===== src/rtl/ioc_pkg.sv =====
// package: register map, field layouts and host clock select codes for the io config bank
package ioc_pkg;

    // ==========================================================
    // register map
    // register indices as numbered for the bank; byte address is four times the index
    localparam logic [7:0] IOC_IDX_PAD_ANT = 8'h00;
    localparam logic [7:0] IOC_IDX_SUP_PAD = 8'h01;
    localparam int IOC_WORD_BYTES = 4;
    localparam logic [7:0] IOC_RST_PAD_ANT = 8'h00;
    localparam logic [7:0] IOC_RST_SUP_PAD = 8'h00;
    // bit 3 of the first register is reserved and always reads zero
    localparam logic [7:0] IOC_WMASK_PAD_ANT = 8'hf7;
    localparam logic [7:0] IOC_WMASK_SUP_PAD = 8'hff;
    localparam int IOC_REG_W = 8;
    localparam int IOC_BUS_W = 32;

    // ==========================================================
    // field layouts
    typedef struct packed {
        logic one_sided_drive;
        logic second_driver_sel;
        logic [1:0] i2c_hold_sel;
        logic reserved;
        logic host_clock_rate_hi;
        logic host_clock_rate_lo;
        logic slow_clock_suppress;
    } ioc_pad_ant_t;

    typedef struct packed {
        logic low_supply_sel;
        logic digital_reg_off;
        logic tune_dac_enable;
        logic sdo_pulldown_when_selected;
        logic sdo_pulldown_when_idle;
        logic pad_drive_boost;
        logic am_ref_sel;
        logic slow_ramp;
    } ioc_sup_pad_t;

    // ==========================================================
    // host clock pin source, decoded for the clock mux outside
    typedef enum logic [2:0] {
        IOC_HCK_LOW,
        IOC_HCK_DIV8,
        IOC_HCK_DIV4,
        IOC_HCK_DIV2,
        IOC_HCK_SLOW
    } ioc_hck_sel_t;

    localparam logic [1:0] IOC_RATE_DIV8 = 2'h0;
    localparam logic [1:0] IOC_RATE_DIV4 = 2'h1;
    localparam logic [1:0] IOC_RATE_DIV2 = 2'h2;
    localparam logic [1:0] IOC_RATE_OFF = 2'h3;

    // antenna path outputs travel together
    typedef struct packed {
        logic driver_out_a_en;
        logic driver_out_b_en;
        logic receive_in_b_sel;
    } ioc_ant_t;

endpackage


===== src/rtl/ioc_host_clock.sv =====
// host clock pin source selection from rate code, crystal state and slow clock suppress
`timescale 1ns/1ns
`default_nettype none
module ioc_host_clock (
    input wire logic clock,
    input wire logic resetn,
    input wire logic [1:0] rate,
    input wire logic slow_suppress,
    input wire logic xtal_running,
    output ioc_pkg::ioc_hck_sel_t sel_q
);
    import ioc_pkg::*;

    ioc_hck_sel_t sel_d;

    always_comb begin
        sel_d = IOC_HCK_LOW;
        if (rate == IOC_RATE_OFF) begin
            sel_d = IOC_HCK_LOW;
        end else if (xtal_running) begin
            case (rate)
                IOC_RATE_DIV8: sel_d = IOC_HCK_DIV8;
                IOC_RATE_DIV4: sel_d = IOC_HCK_DIV4;
                IOC_RATE_DIV2: sel_d = IOC_HCK_DIV2;
                default: sel_d = IOC_HCK_LOW;
            endcase
        end else if (!slow_suppress) begin
            sel_d = IOC_HCK_SLOW;
        end
    end

    always_ff @(posedge clock) begin
        if (!resetn) begin
            sel_q <= IOC_HCK_LOW;
        end else begin
            sel_q <= sel_d;
        end
    end
endmodule
`default_nettype wire


===== src/rtl/ioc_pad_ctrl.sv =====
// serial data out pull-down and pad drive boost control
`timescale 1ns/1ns
`default_nettype none
module ioc_pad_ctrl (
    input wire logic clock,
    input wire logic resetn,
    input wire logic pd_selected,
    input wire logic pd_idle,
    input wire logic boost,
    input wire logic spi_mode,
    input wire logic chip_select_n,
    input wire logic sdo_driving,
    output logic sdo_pulldown_en_q,
    output logic pad_boost_q
);
    import ioc_pkg::*;

    logic pull_d;

    // pull only while nobody else owns the line; i2c mode never pulls
    always_comb begin
        pull_d = 1'b0;
        if (spi_mode) begin
            if (!chip_select_n) begin
                pull_d = pd_selected && !sdo_driving;
            end else begin
                pull_d = pd_idle;
            end
        end
    end

    always_ff @(posedge clock) begin
        if (!resetn) begin
            sdo_pulldown_en_q <= 1'b0;
        end else begin
            sdo_pulldown_en_q <= pull_d;
        end
    end

    always_ff @(posedge clock) begin
        if (!resetn) begin
            pad_boost_q <= 1'b0;
        end else begin
            pad_boost_q <= boost;
        end
    end
endmodule
`default_nettype wire


===== src/rtl/ioc_config_regs.sv =====
// io configuration register bank: avalon slave, antenna, tuning, host clock and pad control
//
// The Avalon-MM interface to the registers is this design's own decision.
`timescale 1ns/1ns
`default_nettype none
module ioc_config_regs #(
    parameter int ADDR_W = 4
) (
    input wire logic clock,
    input wire logic resetn,
    // avalon-mm slave, byte addresses
    input wire logic [ADDR_W-1:0] address,
    input wire logic read,
    input wire logic write,
    input wire logic [ioc_pkg::IOC_BUS_W-1:0] writedata,
    input wire logic [3:0] byteenable,
    output logic [ioc_pkg::IOC_BUS_W-1:0] readdata,
    output logic waitrequest,
    // state from neighbouring units
    input wire logic ready_mode_en,
    input wire logic xtal_running,
    input wire logic spi_mode,
    input wire logic chip_select_n,
    input wire logic sdo_driving,
    // controls
    output ioc_pkg::ioc_ant_t antenna,
    output logic tune_dac_en,
    output logic tune_hold_fixed,
    output ioc_pkg::ioc_hck_sel_t host_clock_sel,
    output logic sdo_pulldown_en,
    output logic pad_boost
);
    import ioc_pkg::*;

    // ==========================================================
    // elaboration checks
    if (ADDR_W < 3 || ADDR_W > 8) begin : g_bad_addr_w
        $error("ADDR_W must be 3 to 8");
    end

    // ==========================================================
    // bus decode
    localparam int IDX_W = ADDR_W - 2;

    ioc_pad_ant_t pad_ant_q;
    ioc_sup_pad_t sup_pad_q;
    logic waitrequest_q;
    logic [IOC_BUS_W-1:0] readdata_q;
    logic req;
    logic accept;
    logic [IDX_W-1:0] idx;
    logic low_bits_zero;
    logic hit_pad_ant;
    logic hit_sup_pad;
    logic [IOC_BUS_W-1:0] read_mux;

    assign req = read || write;
    // transfer completes at the edge where waitrequest is seen low
    assign accept = req && !waitrequest_q;
    assign idx = address[ADDR_W-1:2];
    assign low_bits_zero = (address[1:0] == 2'h0);
    assign hit_pad_ant = low_bits_zero && (idx == IDX_W'(IOC_IDX_PAD_ANT));
    assign hit_sup_pad = low_bits_zero && (idx == IDX_W'(IOC_IDX_SUP_PAD));

    // unmapped or misaligned addresses read zero and drop writes
    always_comb begin
        read_mux = '0;
        if (hit_pad_ant) begin
            read_mux[IOC_REG_W-1:0] = pad_ant_q;
        end else if (hit_sup_pad) begin
            read_mux[IOC_REG_W-1:0] = sup_pad_q;
        end
    end

    // one wait cycle per access: low for exactly one cycle, then high again
    always_ff @(posedge clock) begin
        if (!resetn) begin
            waitrequest_q <= 1'b1;
        end else if (req && waitrequest_q) begin
            waitrequest_q <= 1'b0;
        end else begin
            waitrequest_q <= 1'b1;
        end
    end

    always_ff @(posedge clock) begin
        if (!resetn) begin
            readdata_q <= '0;
        end else if (read && waitrequest_q) begin
            readdata_q <= read_mux;
        end
    end

    assign readdata = readdata_q;
    assign waitrequest = waitrequest_q;

    // ==========================================================
    // register storage
    always_ff @(posedge clock) begin
        if (!resetn) begin
            pad_ant_q <= IOC_RST_PAD_ANT;
        end else if (accept && write && hit_pad_ant && byteenable[0]) begin
            pad_ant_q <= writedata[IOC_REG_W-1:0] & IOC_WMASK_PAD_ANT;
        end
    end

    always_ff @(posedge clock) begin
        if (!resetn) begin
            sup_pad_q <= IOC_RST_SUP_PAD;
        end else if (accept && write && hit_sup_pad && byteenable[0]) begin
            sup_pad_q <= writedata[IOC_REG_W-1:0] & IOC_WMASK_SUP_PAD;
        end
    end

    // ==========================================================
    // antenna driver and input selection
    always_ff @(posedge clock) begin
        if (!resetn) begin
            antenna <= '{driver_out_a_en: 1'b1, driver_out_b_en: 1'b1, receive_in_b_sel: 1'b0};
        end else if (!pad_ant_q.one_sided_drive) begin
            antenna.driver_out_a_en <= 1'b1;
            antenna.driver_out_b_en <= 1'b1;
            antenna.receive_in_b_sel <= 1'b0;
        end else begin
            antenna.driver_out_a_en <= !pad_ant_q.second_driver_sel;
            antenna.driver_out_b_en <= pad_ant_q.second_driver_sel;
            antenna.receive_in_b_sel <= pad_ant_q.second_driver_sel;
        end
    end

    // ==========================================================
    // antenna tuning converter gating
    // the fixed level is only defined once the regulators have come up;
    // remember that ready mode was seen so the hold is not claimed before
    logic ready_seen_q;

    always_ff @(posedge clock) begin
        if (!resetn) begin
            ready_seen_q <= 1'b0;
        end else if (ready_mode_en) begin
            ready_seen_q <= 1'b1;
        end
    end

    always_ff @(posedge clock) begin
        if (!resetn) begin
            tune_dac_en <= 1'b0;
        end else begin
            tune_dac_en <= sup_pad_q.tune_dac_enable && ready_mode_en;
        end
    end

    always_ff @(posedge clock) begin
        if (!resetn) begin
            tune_hold_fixed <= 1'b0;
        end else begin
            tune_hold_fixed <= sup_pad_q.tune_dac_enable && !ready_mode_en
                && (ready_seen_q || ready_mode_en);
        end
    end

    // ==========================================================
    // host clock and pad control
    ioc_host_clock u_host_clock (
        .clock(clock),
        .resetn(resetn),
        .rate({pad_ant_q.host_clock_rate_hi, pad_ant_q.host_clock_rate_lo}),
        .slow_suppress(pad_ant_q.slow_clock_suppress),
        .xtal_running(xtal_running),
        .sel_q(host_clock_sel)
    );

    ioc_pad_ctrl u_pad_ctrl (
        .clock(clock),
        .resetn(resetn),
        .pd_selected(sup_pad_q.sdo_pulldown_when_selected),
        .pd_idle(sup_pad_q.sdo_pulldown_when_idle),
        .boost(sup_pad_q.pad_drive_boost),
        .spi_mode(spi_mode),
        .chip_select_n(chip_select_n),
        .sdo_driving(sdo_driving),
        .sdo_pulldown_en_q(sdo_pulldown_en),
        .pad_boost_q(pad_boost)
    );
endmodule
`default_nettype wire


===== config.mk =====
export PLATFORM = sky130hd
export DESIGN_NAME = ioc_config_regs
export DESIGN_NICKNAME = d
export VERILOG_FILES = /design/src/rtl/ioc_pkg.sv /design/src/rtl/ioc_host_clock.sv /design/src/rtl/ioc_pad_ctrl.sv /design/src/rtl/ioc_config_regs.sv
export SDC_FILE = /design/constraint.sdc
export NUM_CORES = 1
export LEC_CHECK = 0
export BUFFER_PORTS_ARGS = -buffer_cell sky130_fd_sc_hd__buf_2
export CELL_PAD_IN_SITES_DETAIL_PLACEMENT = 0
export CELL_PAD_IN_SITES_GLOBAL_PLACEMENT = 1
export CORE_ASPECT_RATIO = 1.2
export CORE_MARGIN = 8
export CORE_UTILIZATION = 27
export CTS_CLUSTER_DIAMETER = 80
export DETAILED_ROUTE_END_ITERATION = 12
export PLACE_DENSITY = 0.79
export SLEW_MARGIN = 25
export SYNTH_ARGS = -nofsm -noshare
export SYNTH_HDL_FRONTEND = slang
export SYNTH_SLANG_ARGS = --single-unit

===== constraint.sdc =====
create_clock -name clock -period 1.2 [get_ports clock]
set_clock_uncertainty 0.1 [all_clocks]
set_input_delay 0.36 -clock clock [delete_from_list [all_inputs] [get_ports clock]]
set_output_delay 0.36 -clock clock [all_outputs]
set_load 0.02 [all_outputs]

# --- Word-level counts from Yosys, hierarchy flattened ---
# Index checks and enable logic that the tools add are counted.
totals:
  inputBits: 49
  regBits: 35
  output_inout_bits: 43
  wordCells: 63
op_classes:
  n_bitwise: 1
  eq_ne: 4
  muxes: 7
  reduce_logical: 26
ops:
  columns: ["cell", "count"]
  rows:
  - ["two-way mux 8 bit", 2]
  - ["logical AND 1 bit", 14]
  - ["logical NOT 2 bit", 3]
  - ["two-way mux 3 bit", 2]
  - ["case mux 2 bit (3 select lines)", 1]
  - ["equality test 2 x 1 -> 1 bit, second input constant", 2]
  - ["equality test 2 bit, second input constant", 2]
  - ["logical NOT 1 bit", 4]
  - ["AND reduction 2 bit", 2]
  - ["logical OR 1 bit", 2]
  - ["two-way mux 1 bit", 2]
  - ["OR reduction 2 bit", 1]
  - ["NOT 1 bit", 1]

# --- Depth between registers and ports, before layout ---
depth:
  depth_word: 5
  mapped_depth: 5

# --- By module ---
# From an unflattened synthesis, not the netlist that was laid out.
unflattened:
  hier_cells: 158
  area_unflattened_um2: 1549.0
by_module_without_submodules:
  columns: ["mod", "seq_area_each_um2", "n_inst", "cells_each", "area_each_um2"]
  rows:
  - ["ioc_config_regs", 600.6, 1, 139, 1335.0]
  - ["ioc_host_clock", 60.1, 1, 12, 146.4]
  - ["ioc_pad_ctrl", 40.0, 1, 7, 67.6]

# --- Worst setup path before layout ---
# OpenSTA, ideal clock, no wires.
synth_path:
  path_kind: "reg-to-reg"
  start: "reg waitrequest_q (netlist: waitrequest)"
  end: "reg sup_pad_q[4] (netlist name)"
  arrival_time_ps: 1088
  setup_slack_ps: -107
  required_time_ps: 981
  path_stages_with_launch: 5
  setup_time_ps: 119
  path_cell_list: "dfxtp_1 and3b_1 and3_1 buf_6 mux2i_1"
synth_between:
  elab_chain_len: 5
synth_lines:
  columns: ["element", "line", "text"]
  rows:
  - ["start: declaration", "ioc_config_regs.sv:47", "logic waitrequest_q;"]
  - ["start signal: assignment", "ioc_config_regs.sv:78", "waitrequest_q <= 1'b1;"]
  - ["start signal: assignment", "ioc_config_regs.sv:80", "waitrequest_q <= 1'b0;"]
  - ["start signal: assignment", "ioc_config_regs.sv:82", "waitrequest_q <= 1'b1;"]
  - ["logical NOT 1 bit", "ioc_config_regs.sv:59", "assign accept = req && !waitrequest_q;"]
  - ["logical AND 1 bit", "ioc_config_regs.sv:59", null]
  - ["logical AND 1 bit (3 in a row)", "ioc_config_regs.sv:110", "end else if (accept && write && hit_sup_pad && byteenable[0]) begin"]
  - ["end signal: assignment", "ioc_config_regs.sv:111", "sup_pad_q <= writedata[IOC_REG_W-1:0] & IOC_WMASK_SUP_PAD;"]
  - ["end: declaration", "ioc_config_regs.sv:46", "ioc_sup_pad_t sup_pad_q;"]
# Every way passes these cells.
# A chain may end at the register's enable or synchronous reset.

# --- Final worst setup path ---
layout_path:
  start: "reg waitrequest_q (netlist: waitrequest)"
  end: "reg sup_pad_q[1] (netlist name)"
# The elaborated chain is that of the path after synthesis.

==> out/metrics.cfg <==
[critical_path]
r2r-start = waitrequest$_SDFF_PN1_
cp-start-kind = flop
crit_type = flop to flop
critPathMaxFanout = 5
rrSetupSlack_ns = -0.06
arrival_ns = 1.38
crit_chain = and3b_1, and3_4, buf_6, mux2i_1
r2r_cells = 4
timing.rr.end = sup_pad_q[1]$_SDFFE_PN0P_
endpoint = sup_pad_q[1]$_SDFFE_PN0P_
cp-end-kind = flop
cp_slowest_cell = dfxtp_4
cp-startpoint = waitrequest$_SDFF_PN1_
cp.required_ns = 1.31
cpPeakStageDelay_ns = 0.35

[timing]
min_period_ns = 1.26
min_period_over_period_pct = 105
setup_violations = 18
fmax_mhz = 792
hold_viol = 0
finalMaxSlewViolations = 0
layout_setup_ws_ns = -0.0626
rsz0062_at_grt = true
hold_slack_ns = 0.151

[synthesis]
synthTopCellsByArea = dfxtp_1, mux2i_1, buf_4
synth_seq_cells = 35
synth_top_cell_area_share_pct = 45.3
synthCells = 161
synth_ff_type = dfxtp_1
syn-cell-area_um2 = 1550
synth_cell_types = 27
synth_edf_count = 0
yosysMostFrequentCell = dfxtp_1
synth_area_leader_cell = dfxtp_1
async_reset_ff_share_pct = 0
avgSynthCellArea_um2 = 9.61
synth_commonest_cells = dfxtp_1, nand2_1, buf_4, mux2i_1, nor2_1
yosysSeqAreaShare_pct = 45.3
ys_warn_count = 0

[final_layout]
drive_gt1_share_pct = 42.2
num-fill-cells = 553
area_growth_pct = 34.9
fin_nets = 270
diodes = 0
final_area_um2 = 2090
finalCoreUtilization_pct = 37.3

[place]
dpl_worst_slack_ns = -0.278
gp_congestion = 0.707
io_buffer_count = 40
dpl_cell_area_um2 = 1800
hpwl_um = 2670

[detailed_routing]
firstDrtPassIters = 4
wirelength_um = 3500
wl_per_cell_um = 12.4
drtIter0Drc = 29
drc_errors = 0
vias_per_cell = 4.23
ant_nets = 0
vias = 1193

[clock_tree]
cts_buffers = 5
cts_htree_levels = 2
ctsLongestPathBuffers = 2
cts_sinks = 35
cts_tree = done
cts_root_buf = clkbuf_8
cts_hold_buf = 0
insertion_delay_ns = 0.28
clkSlewWorstSetupHoldPaths_ns = 0.07

[die]
io_pins = 92
start_util_pct = 27.7
dieArea_um2 = 8420
dieWidth_um = 85.1
core_um2 = 5590
std_cell_rows = 30
die_h_um = 98.9

[power_and_ir_drop]
seq_power_share_pct = 51.7
p_per_area_nw_per_um2 = 1110
p_comb_share_pct = 13.5
p_total_mw = 2.32
peakVddDrop_uv = 377
power.internal_mw = 1.71
power.leakage_nw = 0.994
switching_share_pct = 26.5
pwr-share-clk_pct = 34.8
p_switching_mw = 0.616

[job]
drv_cap = 0

[grt]
top_usage_layer = met2
met2_usage_pct = 13.7
grt_overflow = 0
met1_usage_pct = 9.00
grtUsageTotal_pct = 8.50
grt_pass1_vias = 1255
antenna_found_initial = 0
grt_max_degree = 21
met3_usage_pct = 3.66
grt_first_pass_wirelength_um = 5640

[status]
violations = setup timing
status = finished with violations

[min_path]
hp-class = input pin to flop

-- routing by layer --
layer	wire [um]	up-vias
met5	0	-
met4	84	0
met3	269	6
met2	1710	44
met1	1430	547
li1	-	596
-- through the flow --
step | instances | TNS, ns
global placement | 269 | -3.85
detailed placement | 269 | -4.67
CTS | 279 | -0.752
finish | 282 | -0.743
global route | 282 | -1.83
floorplan | 184 | -0.0679
-- critical path: cells and delay by family (launching register included) --
kind          cells  cell delay [ns]
buf+inv           1             0.12
flops             1             0.35
mux               1             0.17
simple gates      2             0.44
-- cells by family (layout without fill, tap and decap cells) --
group / count (synthesis) / count (layout) / synth area share, %
AND/OR/NAND/NOR: 51 / 51 / 15.5
AO/OA/AOI/OAI: 12 / 12 / 5.50
buffers and inverters: 36 / 70 / 16.0
flip-flops: 35 / 35 / 45.3
other: 1 / 24 / 0.242
adder cells (fa/ha/maj): 4 / 4 / 3.23
multiplexers: 22 / 22 / 14.2
-- flip-flops by register name, indices dropped and copies added, names as in the netlist, 3 cells and up --
signal,count
readdata,8
u_host_clock.sel_q,3
sup_pad_q,8
pad_ant_q,7
antenna,3
-- worst min path at each step --
stage / startpoint / endpoint / slack (ns) / cells after the start
6_report: ready_mode_en / tune_hold_fixed$_SDFF_PN0_ / 0.15 / 2
5_1_grt: ready_mode_en / tune_hold_fixed$_SDFF_PN0_ / 0.14 / 2
2_1_floorplan: pad_ant_q[0]$_SDFFE_PN0P_ / u_host_clock.sel_q[2]$_SDFF_PP0_ / 0.32 / 1
3_5_place_dp: waitrequest$_SDFF_PN1_ / waitrequest$_SDFF_PN1_ / 0.34 / 1
4_1_cts: ready_mode_en / tune_hold_fixed$_SDFF_PN0_ / 0.15 / 2
3_3_place_gp: waitrequest$_SDFF_PN1_ / waitrequest$_SDFF_PN1_ / 0.33 / 1
-- placed cells by master (no fill, tap or decap), drive strengths merged --
cell    count
nand2      27
and2        1
nor3        2
or2         1
nor2b       1
a21oi       1
clkbuf      5
nor2        9
o21a        1
and3        4
mux2i      22
and3b       1
nor3b       3
nand4       1
clkinv      3
ha          4
conb       24
dfxtp      35
a21boi      1
nand3b      1
o211ai      1
o21ai       1
a211oi      7
buf        58
inv         4
-- layout make-up --
cell class              count  area (um2)  area share (%)
repair buffers             58         478            22.9
inverters                   4        15.0           0.719
multi-input cells         113         703            33.7
flip-flops and latches     35         728            34.9
well taps                  64        80.1            3.83
clock buffers               5        68.8            3.30
clock inverters             3        15.0           0.719
-- what timing repair did --
action / 4_1_cts / 5_1_grt
resized for setup: 48 / 15
setup endpoints to repair: 39 / 40
pin swaps: 1 / 0
buffers inserted: 2 / 3
-- power groups by stage --
stage / Combinational [mW] / Sequential (mW) / Clock, mW
CTS: 0.303 / 1.20 / 0.847
detailed placement: 0.275 / 1.22 / 0
global placement: 0.273 / 1.22 / 0
floorplan: 0.213 / 1.25 / 0
global route: 0.340 / 1.20 / 0.901
finish: 0.313 / 1.20 / 0.809
Note: power is estimated with default switching activity, not from simulation.
